===== src/verilog/alu_params.svh =====
`ifndef ALU_PARAMS_SVH
`define ALU_PARAMS_SVH

// ---------------------------------------------------------------
// Widths
// ---------------------------------------------------------------
`define ALU_ACC_W 4
`define ALU_WORD_W 10
`define ALU_PAGE_W 2
`define ALU_ADDR_W 10
`define ALU_SLOTS 8
`define ALU_PINS_W 32

// ---------------------------------------------------------------
// Field positions
// ---------------------------------------------------------------
`define ALU_ACC_MSB 3
`define ALU_HI_NIB_MSB 7
`define ALU_HI_NIB_LSB 4
`define ALU_LO_NIB_MSB 3
`define ALU_LO_NIB_LSB 0
`define ALU_IMM_MSB 3
`define ALU_IMM_LSB 0

// ---------------------------------------------------------------
// Reset values and nibble constants
// ---------------------------------------------------------------
`define ALU_ACC_RST 4'h0
`define ALU_CARRY_RST 1'b0
`define ALU_LATCH_RST 4'h0
`define ALU_ZERO_NIB 4'h0
`define ALU_ONE_NIB 4'h1

// ---------------------------------------------------------------
// Valid port indices and their slots within a group
// ---------------------------------------------------------------
`define ALU_PIDX_0 3'h0
`define ALU_PIDX_1 3'h1
`define ALU_PIDX_3 3'h3
`define ALU_PIDX_4 3'h4
`define ALU_SLOT_0 2'h0
`define ALU_SLOT_1 2'h1
`define ALU_SLOT_3 2'h2
`define ALU_SLOT_4 2'h3

`endif


===== src/verilog/alu_pkg.sv =====
`include "alu_params.svh"

package alu_pkg;

   // Operation requested by the sequencer
   typedef enum logic [3:0] {
      ALU_OP_NONE     = 4'h0,
      ALU_OP_AND_REG  = 4'h1,
      ALU_OP_AND_ROM  = 4'h2,
      ALU_OP_AND_IMM  = 4'h3,
      ALU_OP_OR_REG   = 4'h4,
      ALU_OP_OR_ROM   = 4'h5,
      ALU_OP_OR_IMM   = 4'h6,
      ALU_OP_XOR_REG  = 4'h7,
      ALU_OP_XOR_ROM  = 4'h8,
      ALU_OP_XOR_IMM  = 4'h9,
      ALU_OP_INC      = 4'hA,
      ALU_OP_ROT      = 4'hB,
      ALU_OP_ROT_ZRST = 4'hC,
      ALU_OP_PORT_WR  = 4'hD,
      ALU_OP_PORT_RD  = 4'hE
   } alu_op_e;

   // Function of the logic slice
   typedef enum logic [2:0] {
      ALU_K_AND  = 3'h0,
      ALU_K_OR   = 3'h1,
      ALU_K_XOR  = 3'h2,
      ALU_K_INC  = 3'h3,
      ALU_K_ROT  = 3'h4,
      ALU_K_PASS = 3'h5,
      ALU_K_HOLD = 3'h6
   } alu_kind_e;

   typedef enum logic {
      ALU_ST_IDLE = 1'b0,
      ALU_ST_IMM  = 1'b1
   } alu_state_e;

   typedef logic [`ALU_ACC_W-1:0] alu_nib_t;

endpackage : alu_pkg


===== src/verilog/alu_logic.sv =====
`timescale 1ns/10ps
`include "alu_params.svh"

module alu_logic
   import alu_pkg::*;
(
   input wire alu_kind_e i_kind,   // Function select
   input wire alu_nib_t i_acc,     // Accumulator now
   input wire alu_nib_t i_operand, // Second operand
   input wire logic i_carry,       // Carry now
   output alu_nib_t o_result,      // New accumulator
   output logic o_carry            // New carry
);

   alu_nib_t inc_sum;

   // [RULE17] Four-bit wrap
   assign inc_sum = i_acc + `ALU_ONE_NIB;

   always_comb begin
      o_result = i_acc;
      o_carry = i_carry;
      unique case (i_kind)
         ALU_K_AND: begin
            // [RULE1] And with carry
            o_result = i_acc & i_operand;
            o_carry = i_acc[`ALU_ACC_MSB] & i_operand[`ALU_ACC_MSB];
         end
         ALU_K_OR: begin
            // [RULE6] Or clears carry
            o_result = i_acc | i_operand;
            o_carry = 1'b0;
         end
         ALU_K_XOR: begin
            // [RULE9] Xor, and-carry
            o_result = i_acc ^ i_operand;
            o_carry = i_acc[`ALU_ACC_MSB] & i_operand[`ALU_ACC_MSB];
         end
         ALU_K_INC: begin
            // [RULE12] Carry on zero
            o_result = inc_sum;
            o_carry = (inc_sum == `ALU_ZERO_NIB);
         end
         ALU_K_ROT: begin
            // [RULE13] Rotate through top
            o_result = {i_acc[`ALU_ACC_MSB-1:0], i_acc[`ALU_ACC_MSB]};
            o_carry = i_acc[`ALU_ACC_MSB];
         end
         ALU_K_PASS: begin
            // Port read leaves carry alone
            o_result = i_operand;
         end
         ALU_K_HOLD: begin
            o_result = i_acc;
         end
         default: begin
            o_result = i_acc;
         end
      endcase
   end

endmodule : alu_logic


===== src/verilog/alu_core.sv =====
`timescale 1ns/10ps
`include "alu_params.svh"

// Overview of operation
// [RULE1] And register into accumulator, carry A3&R3
// [RULE2] And ROM nibble, carry from bit 7/3
// [RULE3] ROM address from page and R1_0:R0_0
// [RULE4] High nibble b7-b4, low b3-b0
// [RULE5] Two-word and immediate, carry A3&d3
// [RULE6] Or register, carry cleared
// [RULE7] Or ROM nibble, carry cleared
// [RULE8] Or immediate, carry cleared
// [RULE9] Xor register, carry A3&R3
// [RULE10] Xor ROM nibble, carry from bit 7/3
// [RULE11] Xor immediate, carry A3&d3
// [RULE12] Increment, carry set on zero result
// [RULE13] Rotate left, old bit 3 to carry
// [RULE14] Zero rotate resets when accumulator zero
// [RULE15] Port write latches accumulator, indices 0,1,3,4
// [RULE16] Port read loads port nibble
// [RULE17] Increment of fifteen wraps to zero

module alu_core
   import alu_pkg::*;
(
   input wire logic i_core_clk,                   // Core clock
   input wire logic i_sys_rst,                    // Sync reset, high
   input wire logic i_op_valid,                   // Operation offered
   input wire alu_op_e i_op,                      // Operation code
   input wire logic i_nib_high,                   // ROM high nibble sel
   input wire alu_nib_t i_reg_data,               // General register
   input wire logic i_word_valid,                 // Second word valid
   input wire logic [`ALU_WORD_W-1:0] i_word,     // Second word
   input wire logic [`ALU_WORD_W-1:0] i_rom_word, // Addressed ROM word
   input wire logic [`ALU_PAGE_W-1:0] i_page_ctrl, // ROM page control
   input wire alu_nib_t i_pair_r1,                // Pointer high nibble
   input wire alu_nib_t i_pair_r0,                // Pointer low nibble
   input wire logic i_port_grp,                   // Port group select
   input wire logic [2:0] i_port_idx,             // Port index
   input wire logic [`ALU_PINS_W-1:0] i_port_pins, // Port pin levels
   output logic o_ready,                          // Can take operation
   output logic [`ALU_ADDR_W-1:0] o_rom_addr,     // ROM operand address
   output alu_nib_t o_acc,                        // Accumulator
   output logic o_carry,                          // Carry flag
   output logic o_int_reset,                      // Internal reset pulse
   output logic [`ALU_PINS_W-1:0] o_port_latch,   // Port output latches
   output logic o_port_bad,                       // Bad port index pulse
   output logic o_done                            // Operation done pulse
);

   // ---------------------------------------------------------------
   // Decode helpers
   // ---------------------------------------------------------------

   // [RULE4] Nibble field select
   function automatic alu_nib_t rom_nib(
      input logic [`ALU_WORD_W-1:0] word,
      input logic high
   );
      if (high) begin
         rom_nib = word[`ALU_HI_NIB_MSB:`ALU_HI_NIB_LSB];
      end else begin
         rom_nib = word[`ALU_LO_NIB_MSB:`ALU_LO_NIB_LSB];
      end
   endfunction : rom_nib

   // [RULE15] Valid index map
   function automatic logic [3:0] port_slot(
      input logic grp,
      input logic [2:0] idx
   );
      logic [1:0] pos;
      logic ok;
      pos = 2'h0;
      ok = 1'b1;
      unique case (idx)
         `ALU_PIDX_0: pos = `ALU_SLOT_0;
         `ALU_PIDX_1: pos = `ALU_SLOT_1;
         `ALU_PIDX_3: pos = `ALU_SLOT_3;
         `ALU_PIDX_4: pos = `ALU_SLOT_4;
         default: ok = 1'b0;
      endcase
      port_slot = {ok, grp, pos};
   endfunction : port_slot

   function automatic logic is_imm(input alu_op_e op);
      is_imm = (op == ALU_OP_AND_IMM) || (op == ALU_OP_OR_IMM) ||
         (op == ALU_OP_XOR_IMM);
   endfunction : is_imm

   // ---------------------------------------------------------------
   // Declarations
   // ---------------------------------------------------------------
   alu_state_e state_reg;
   alu_state_e state_next;
   alu_op_e pend_op_reg;
   alu_nib_t acc_reg;
   alu_nib_t acc_next;
   logic carry_reg;
   logic carry_next;
   logic int_reset_reg;
   logic done_reg;
   logic port_bad_reg;
   logic blk_rst;
   logic take_op;
   logic fire;
   logic zero_reset;
   logic slot_ok;
   logic [2:0] slot_num;
   alu_op_e eff_op;
   alu_kind_e kind;
   alu_nib_t operand;
   alu_nib_t logic_result;
   logic logic_carry;
   alu_nib_t pin_meta_reg [`ALU_SLOTS];
   alu_nib_t pin_sync_reg [`ALU_SLOTS];
   alu_nib_t latch_reg [`ALU_SLOTS];

   // Controller reset from the zero rotate clears this block too, except the pin synchronisers
   assign blk_rst = i_sys_rst | int_reset_reg;

   // ---------------------------------------------------------------
   // Operand address
   // ---------------------------------------------------------------

   // [RULE3] Page over pointer pair
   assign o_rom_addr = {i_page_ctrl, i_pair_r1, i_pair_r0};

   // ---------------------------------------------------------------
   // Port pin synchronisers and latches
   // ---------------------------------------------------------------
   genvar gi;
   generate
      for (gi = 0; gi < `ALU_SLOTS; gi = gi + 1) begin : g_slot
         // Pins move freely, so two stages before any mux sees them
         always_ff @(posedge i_core_clk) begin
            if (i_sys_rst) begin
               pin_meta_reg[gi] <= `ALU_LATCH_RST;
               pin_sync_reg[gi] <= `ALU_LATCH_RST;
            end else begin
               pin_meta_reg[gi] <= i_port_pins[gi*4 +: 4];
               pin_sync_reg[gi] <= pin_meta_reg[gi];
            end
         end

         // [RULE15] Latch accumulator out
         always_ff @(posedge i_core_clk) begin
            if (blk_rst) begin
               latch_reg[gi] <= `ALU_LATCH_RST;
            end else if (fire && eff_op == ALU_OP_PORT_WR && slot_ok &&
                         slot_num == 3'(gi)) begin
               latch_reg[gi] <= acc_reg;
            end
         end

         assign o_port_latch[gi*4 +: 4] = latch_reg[gi];
      end
   endgenerate

   // ---------------------------------------------------------------
   // Sequencing
   // ---------------------------------------------------------------
   assign take_op = (state_reg == ALU_ST_IDLE) && i_op_valid &&
      (i_op != ALU_OP_NONE) && !int_reset_reg;
   assign eff_op = (state_reg == ALU_ST_IMM) ? pend_op_reg : i_op;

   // [RULE5] Immediate waits for word
   always_comb begin
      state_next = state_reg;
      fire = 1'b0;
      unique case (state_reg)
         ALU_ST_IDLE: begin
            if (take_op && is_imm(i_op)) begin
               state_next = ALU_ST_IMM;
            end else if (take_op) begin
               fire = 1'b1;
            end
         end
         ALU_ST_IMM: begin
            if (i_word_valid) begin
               fire = 1'b1;
               state_next = ALU_ST_IDLE;
            end
         end
      endcase
   end

   always_ff @(posedge i_core_clk) begin
      if (blk_rst) begin
         state_reg <= ALU_ST_IDLE;
      end else begin
         state_reg <= state_next;
      end
   end

   always_ff @(posedge i_core_clk) begin
      if (blk_rst) begin
         pend_op_reg <= ALU_OP_NONE;
      end else if (take_op) begin
         pend_op_reg <= i_op;
      end
   end

   assign o_ready = (state_reg == ALU_ST_IDLE) && !int_reset_reg;

   // ---------------------------------------------------------------
   // Operand and function select
   // ---------------------------------------------------------------
   assign {slot_ok, slot_num} = port_slot(i_port_grp, i_port_idx);

   always_comb begin
      operand = `ALU_ZERO_NIB;
      kind = ALU_K_HOLD;
      unique case (eff_op)
         ALU_OP_AND_REG, ALU_OP_OR_REG, ALU_OP_XOR_REG: begin
            operand = i_reg_data;
         end
         // [RULE2] ROM nibble operand
         ALU_OP_AND_ROM, ALU_OP_OR_ROM, ALU_OP_XOR_ROM: begin
            operand = rom_nib(i_rom_word, i_nib_high);
         end
         // [RULE11] Low data bits
         ALU_OP_AND_IMM, ALU_OP_OR_IMM, ALU_OP_XOR_IMM: begin
            operand = i_word[`ALU_IMM_MSB:`ALU_IMM_LSB];
         end
         // [RULE16] Synchronised port nibble
         ALU_OP_PORT_RD: begin
            operand = pin_sync_reg[slot_num];
         end
         default: begin
            operand = `ALU_ZERO_NIB;
         end
      endcase
      unique case (eff_op)
         ALU_OP_AND_REG, ALU_OP_AND_ROM, ALU_OP_AND_IMM: begin
            kind = ALU_K_AND;
         end
         // [RULE7] Or forms clear carry
         // [RULE8] Immediate uses or
         ALU_OP_OR_REG, ALU_OP_OR_ROM, ALU_OP_OR_IMM: begin
            kind = ALU_K_OR;
         end
         // [RULE10] Xor with nibble
         ALU_OP_XOR_REG, ALU_OP_XOR_ROM, ALU_OP_XOR_IMM: begin
            kind = ALU_K_XOR;
         end
         ALU_OP_INC: begin
            kind = ALU_K_INC;
         end
         ALU_OP_ROT, ALU_OP_ROT_ZRST: begin
            kind = ALU_K_ROT;
         end
         ALU_OP_PORT_RD: begin
            kind = slot_ok ? ALU_K_PASS : ALU_K_HOLD;
         end
         default: begin
            kind = ALU_K_HOLD;
         end
      endcase
   end

   alu_logic u_logic (
      .i_kind(kind),
      .i_acc(acc_reg),
      .i_operand(operand),
      .i_carry(carry_reg),
      .o_result(logic_result),
      .o_carry(logic_carry)
   );

   // [RULE14] Zero test before rotate
   assign zero_reset = fire && (eff_op == ALU_OP_ROT_ZRST) &&
      (acc_reg == `ALU_ZERO_NIB);

   // ---------------------------------------------------------------
   // Accumulator and carry
   // ---------------------------------------------------------------
   always_comb begin
      acc_next = acc_reg;
      carry_next = carry_reg;
      if (fire && !zero_reset) begin
         acc_next = logic_result;
         carry_next = logic_carry;
      end
   end

   always_ff @(posedge i_core_clk) begin
      if (blk_rst) begin
         acc_reg <= `ALU_ACC_RST;
      end else begin
         acc_reg <= acc_next;
      end
   end

   always_ff @(posedge i_core_clk) begin
      if (blk_rst) begin
         carry_reg <= `ALU_CARRY_RST;
      end else begin
         carry_reg <= carry_next;
      end
   end

   assign o_acc = acc_reg;
   assign o_carry = carry_reg;

   // ---------------------------------------------------------------
   // Status pulses
   // ---------------------------------------------------------------

   // [RULE14] One-cycle reset pulse
   always_ff @(posedge i_core_clk) begin
      if (i_sys_rst) begin
         int_reset_reg <= 1'b0;
      end else begin
         int_reset_reg <= zero_reset;
      end
   end

   // Every operation retires one cycle after it fires
   always_ff @(posedge i_core_clk) begin
      if (blk_rst) begin
         done_reg <= 1'b0;
      end else begin
         done_reg <= fire;
      end
   end

   // Bad index is dropped, not trapped; o_port_bad pulses one cycle after it fires
   always_ff @(posedge i_core_clk) begin
      if (blk_rst) begin
         port_bad_reg <= 1'b0;
      end else begin
         port_bad_reg <= fire && !slot_ok &&
            (eff_op == ALU_OP_PORT_WR || eff_op == ALU_OP_PORT_RD);
      end
   end

   assign o_int_reset = int_reset_reg;
   assign o_done = done_reg;
   assign o_port_bad = port_bad_reg;

endmodule : alu_core


===== config.mk =====
export PLATFORM = sky130hd
export DESIGN_NAME = alu_core
export DESIGN_NICKNAME = d
export VERILOG_FILES = /design/src/verilog/alu_pkg.sv /design/src/verilog/alu_logic.sv /design/src/verilog/alu_core.sv
export VERILOG_INCLUDE_DIRS = /design/src /design/src/verilog
export SDC_FILE = /design/constraint.sdc
export NUM_CORES = 1
export LEC_CHECK = 0
export ABC_AREA = 1
export BUFFER_PORTS_ARGS = -buffer_cell sky130_fd_sc_hd__buf_2
export CORE_ASPECT_RATIO = 0.9
export CORE_MARGIN = 2
export CORE_UTILIZATION = 25
export DETAILED_ROUTE_END_ITERATION = 12
export HOLD_SLACK_MARGIN = 0.08
export PLACE_DENSITY = 0.48
export SLEW_MARGIN = 40
export SYNTH_ARGS = -nofsm -noshare
export SYNTH_HDL_FRONTEND = slang
export SYNTH_SLANG_ARGS = --single-unit

===== constraint.sdc =====
create_clock -name i_core_clk -period 4.5 [get_ports i_core_clk]
set_clock_uncertainty 0.05 [all_clocks]
set_input_delay 0.225 -clock i_core_clk [delete_from_list [all_inputs] [get_ports i_core_clk]]
set_output_delay 0.225 -clock i_core_clk [all_outputs]
set_load 0.02 [all_outputs]

Word-level counts from Yosys, hierarchy flattened
Memories as Yosys holds them, arrays and structs flattened. Cells that the tools add are included.

Add/subtract/negate cells: 1. Equality and inequality tests: 32. Multiplexer cells: 69. Bitwise operators: 30. Reductions and logical operators: 45.

Operator list (count): $mux 4 (26); $mux 1 (35); $eq 4x4->1 const B (8); $or 1x1->1 (25); $pmux 4 s6 (1); $eq 3x3->1 const B (7); $eq 4x3->1 const B (5); $logic_and 1x1->1 (20); $pmux 3 s6 (1); $reduce_or 3->1 (6); $pmux 4 s4 (1); $eq 3x2->1 const B (5); $eq 4x2->1 const B (3); $eq 3x1->1 const B (3); $logic_not 3->1 (3); $logic_not 4->1 (2); $reduce_bool 4->1 (2); $pmux 2 s3 (1); $reduce_bool 6->1 (1); $add 4x1->4 const B (1); $and 4x4->4 (1); $eq 4x1->1 const B (1); $or 4x4->4 (1); $pmux 1 s2 (2); 10 further kinds (16).

Register bits after elaboration: 13. Memory bits (writable): 96. Bits of input ports: 79. Output and inout port bits: 51. Memories: 3.

Memories: latch_reg (depth 8, bits a word 4, read ports 8, clocked after Yosys merged registers in 0, write ports 8, line alu_core.sv:117) `` alu_nib_t latch_reg [`ALU_SLOTS]; ``; pin_meta_reg (depth 8, bits a word 4, read ports 8, clocked after Yosys merged registers in 0, write ports 8, line alu_core.sv:115) `` alu_nib_t pin_meta_reg [`ALU_SLOTS]; ``; pin_sync_reg (depth 8, bits a word 4, read ports 1, clocked after Yosys merged registers in 0, write ports 8, line alu_core.sv:116) `` alu_nib_t pin_sync_reg [`ALU_SLOTS]; ``.

Depth between registers and ports, before layout
Depth after elaboration: 14. Depth in mapped cells: 18. Mapped depth without buffers: 18.

Hierarchy
Synthesis repeated with hierarchy kept, for this count alone.

Cells, all modules: 668. Area, all modules: 5018.6 µm².

By module, submodules not included: alu_core (instances 1, cells each 572, area an instance 4501.8 µm²); alu_logic (instances 1, cells each 96, area an instance 516.7 µm²).

Worst setup path before layout
No wires, ideal clock.

Path type: reg2reg. From: register state_reg. To: memory latch_reg[0][10] (netlist bit) (enable). Setup time: 0.373 ns. Arrival: 1.744 ns. Data required time: 4.077 ns. Setup slack: 2.334 ns. Cell stages (with the launch flop): 9. Clock period less this slack: 2.166 ns. Cells stage by stage: dfxtp_1 > buf_6 > nor2_2 > nand2_1 > nor2_1 > nand2_1 > o21ai_2 > nand2_2 > o31ai_1.

RTL lines: start, declared (line alu_core.sv:94) `alu_state_e state_reg;`; start signal, assigned (line alu_core.sv:192) `state_reg <= state_next;`; end, declared (line alu_core.sv:117).

Worst setup path in the final report
From: register state_reg. To: register acc_reg[1], in the netlist o_acc[1].

Cells in the longest elaborated chain, start to end: 12. Elaborated cells between the ends (all ways): 47.

RTL lines: parallel branches: the longest is 12 deep, another holds $pmux 3 s6; end signal, assigned (line alu_core.sv:289) `` acc_reg <= `ALU_ACC_RST; ``; end signal, assigned (line alu_core.sv:291) `acc_reg <= acc_next;`; end, declared (line alu_core.sv:97) `alu_nib_t acc_reg;`.

Parallel ways; which one is timed is not known. A chain may end at the register's enable or synchronous reset.

==> Flow_metrics.wiki <==
{| class="wikitable"
! Metric !! Value
|-
| Wire length of the first global-routing pass || 19.2 mm
|-
| Total of buffers placed on input and output ports || a little over 100
|-
| Netlist cell types || 38
|-
| Final worst path period need || ~2.8 ns
|-
| Relative slew margins || 0.518
|-
| Reported max-cap violation count || 0
|-
| Arrival time at the worst endpoint || about 3 ns
|-
| Area contributors post-synth || dfxtp_1 32%, edfxtp_1 20%, nor2_1 11%
|-
| Ys flop type || dfxtp_1
|-
| Kind of critical path || reg -> reg
|-
| CTS root buffer || clkbuf_16
|-
| Number of buffers added to fix hold violations after cts || 32
|-
| Number of slew-limit violations in the final report || 0
|-
| Setup ws final || approximately 1.7 ns
|-
| Leakage component of the power || slightly below 0.003 uW
|-
| Die area || 20600 sq um
|-
| Detailed-route wire length || ~12 mm
|-
| Largest net degree at the start of global routing || 66
|-
| Wire length per cell after detailed routing || 11.9 um
|-
| Latest clock arrival within the worst-skew pair || 0.35 ns
|-
| Met1 GRT Util || 0.162
|-
| Number of standard cells after synthesis || roughly 620
|-
| Fraction of power consumed by the clock network || 0.360
|-
| Combinational share of power || 0.139
|-
| Data required time of the worst path || about 4.7 ns
|-
| Proportion of layout cells with a drive suffix above 1 || 0.201
|-
| Total Routing Usage GR || 0.122
|-
| Layer with the highest usage after global routing || met2
|-
| Net Switching || 585 uW
|-
| Final hold violation count || 0
|-
| Critical path peak fanout || 16
|-
| Startpoint class of the critical path || flop
|-
| Cell occurring most often along the worst timing path || nand2_1
|-
| H-Tree Depth || 3
|-
| Highest clock rate || around 0.36 GHz
|-
| GR Overflow Total || 0
|-
| Number of filler instances in the final layout || between 2000 and 2500
|-
| Kind of cell with the highest combined delay on the critical path || simple AND/OR/NAND/NOR gates
|-
| Synth Area per Inst || between 7 and 8 sq um
|-
| Worst Tran Pin Value || around 0.72 ns
|-
| Die height || 136 um
|-
| Iteration count of the initial detailed-routing pass || 4
|-
| Total of flip-flops plus latches after synthesis || 109
|-
| Number of I/O pins || 130
|-
| Element type at the critical path end || flop
|-
| Met3 usage in global routing || 0.0302
|-
| Total nets after synthesis || roughly 710
|-
| Share of the clock period used by the worst path after layout || 0.616
|-
| Clk pin slew, worst setup/hold paths || about 0.070 ns
|-
| Signed area change from the synthesized netlist to the final layout || 26.8%
|-
| Cell area after synthesis || a little under 5000 sq um
|-
| Effective utilization at floorplan || 0.254
|-
| Net Sw Frac || 0.274
|-
| Number of nets with antenna violations after routing || 0
|-
| Via count normalized by instance count || 3.99
|-
| Clock net sink count || around 110
|-
| Initial antenna violation count || 0
|-
| Total of cells resized after clock tree synthesis || 0
|-
| Net count reported at finish || 829
|-
| Power share of the sequential group || 0.501
|-
| Async set or reset register ratio after synthesis || 0
|-
| List of cells traversed by the critical path || o21ai_0 > nor2_1 > nand2_1 > nand3_1 > nand2_1 > nand4_1 > inv_1 > ha_1 > nand2_1 > o21ai_0 > nor2_1 > nand2_1 > nand2_1 > a21oi_2
|-
| Cell Rows || 48
|-
| Unrepaired setup endpoints after global routing || no
|-
| CTS tree || yes
|-
| Antenna cells || 0
|-
| # DRC || 0
|-
| Top cell types by occurrence after synthesis || 137 x nor2_1, 112 x inv_1, 111 x nand2_1
|-
| Fraction of post-synthesis cell area in the top cell type by area || 0.317
|-
| Met2 global-route usage || 0.198
|-
| Core Footprint || roughly 19000 sq um
|-
| Vias in the first global route || ~3800
|-
| Seq/Total Area, Yosys || 0.515
|-
| Die Width || 151 um
|-
| Library cell occupying the most area in the post-synthesis netlist || dfxtp_1
|-
| Peak ir drop on the vdd network || around 0.00016 V
|-
| # Post-CTS Setup Buffers || 0
|-
| Number of flops mapped to enable cells by yosys || 32
|-
| Final setup fails || 0
|-
| Critical-path cell with the highest stage delay || dfxtp_1
|-
| Highest cell delay on the worst timing path || approximately 0.64 ns
|-
| Initial DRC count || 190
|-
| Internal Power || about 1600 uW
|-
| Pwr/cell area || about 350 nW/um^2
|-
| HP Class || in -> reg
|-
| Bufs and invs on worst path || 1
|-
| TritonCTS buffer count || 9
|-
| Post-detail-place hpwl || 8.81 mm
|-
| Result of the run || finished clean
|-
| Maximum root-to-sink buffer count || 2
|-
| Via count || ~4000
|-
| Yosys warning count || 0
|-
| Sum of negative setup slack || 0 ns
|-
| Setup Slack @ Placement || about 1.6 ns
|-
| Final weighted congestion in routability-driven placement || between 0.8 and 0.9
|-
| Most frequent cell after synthesis || nor2_1
|}
==> area by class of cell <==
type | instances | area (sq um) | share of cell area
flip-flops and latches | 109 | 2500 | 0.406
multi-input cells | 369 | 1770 | 0.288
repair buffers | 135 | 841 | 0.137
inverters | 119 | 447 | 0.0725
well taps | 250 | 313 | 0.0508
clock buffers | 10 | 229 | 0.0372
clock inverters | 6 | 56.3 | 0.00914
==> cell usage in the layout, fill, tap and decap left out, types with 7 or more instances in the layout <==
| cell | instances |
|---|---|
| o21ai_0 | 18 |
| dfxtp_1 | 77 |
| nand3b_1 | 8 |
| dlygate4sd3_1 | 32 |
| nor2_1 | 137 |
| inv_1 | 112 |
| buf_2 | 101 |
| nand4_1 | 10 |
| nand2_1 | 111 |
| ha_1 | 7 |
| clkbuf_16 | 9 |
| a21oi_1 | 13 |
| nand3_1 | 20 |
| edfxtp_1 | 32 |
==> power groups by stage <==
stage | logic (uW) | registers (uW) | clock network [uW]
5_1_grt | 342 | 1070 | 841
3_5_place_dp | 280 | 1090 | 0
2_1_floorplan | 181 | 1110 | 0
6_report | 297 | 1070 | 769
3_3_place_gp | 278 | 1090 | 0
4_1_cts | 302 | 1070 | 797
==> stage by stage <==
stage	cells	total power (uW)	hold WS, ns	instance area (sq um)	util
2_1_floorplan	621	1290	0.282	4860	-
3_3_place_gp	950	1370	0.343	5550	0.291
3_5_place_dp	950	1370	0.344	5550	0.291
4_1_cts	998	2170	0.0986	6160	0.323
5_1_grt	998	2260	0.133	6160	0.323
6_report	998	2140	0.111	6160	0.323
==> cell families (layout without fill, tap and decap cells) <==
group                      count (synthesis)  after routing  share of synthesized area
adders and majority gates                  7              7                     0.0180
muxes                                      4              4                    0.00927
DFF                                      109            109                      0.515
xor gates and xnor gates                   2              2                    0.00361
and+or+nand+nor                          309            309                      0.279
buffers and inverters                    143            270                      0.120
AOI/OAI and AO/OA                         47             47                     0.0551
==> worst reg2reg max path, stage by stage (launching register included) <==
cell,delay [ns]
dfxtp_1,0.64
o21ai_0,0.31
nor2_1,0.34
nand2_1,0.12
nand3_1,0.20
nand2_1,0.10
nand4_1,0.14
inv_1,0.06
ha_1,0.27
nand2_1,0.06
o21ai_0,0.08
nor2_1,0.10
nand2_1,0.08
nand2_1,0.08
a21oi_2,0.04
==> path summary, 6_finish.rpt <==
check / from / end / slack (ns) / cells after the start
worst min-delay path: i_word_valid / state_reg$_SDFF_PP0_ / 0.11 / 4
worst max-delay path: state_reg$_SDFF_PP0_ / o_acc[1]$_SDFFE_PP0P_ / 1.73 / 14
worst min register to register: pin_meta_reg[0][9]$_SDFF_PP0_ / pin_sync_reg[2][1]$_SDFF_PP0_ / 0.35 / 2
worst max register to register: state_reg$_SDFF_PP0_ / o_acc[1]$_SDFFE_PP0P_ / 1.73 / 14
==> routing by layer <==
layer  routed length, um  vias to the layer above
met5                   0                        -
met4                 144                        0
met3                 533                       10
met2                5300                       72
met1                5880                     1760
li1                    -                     2140
Note: power is estimated with default switching activity, not from simulation.
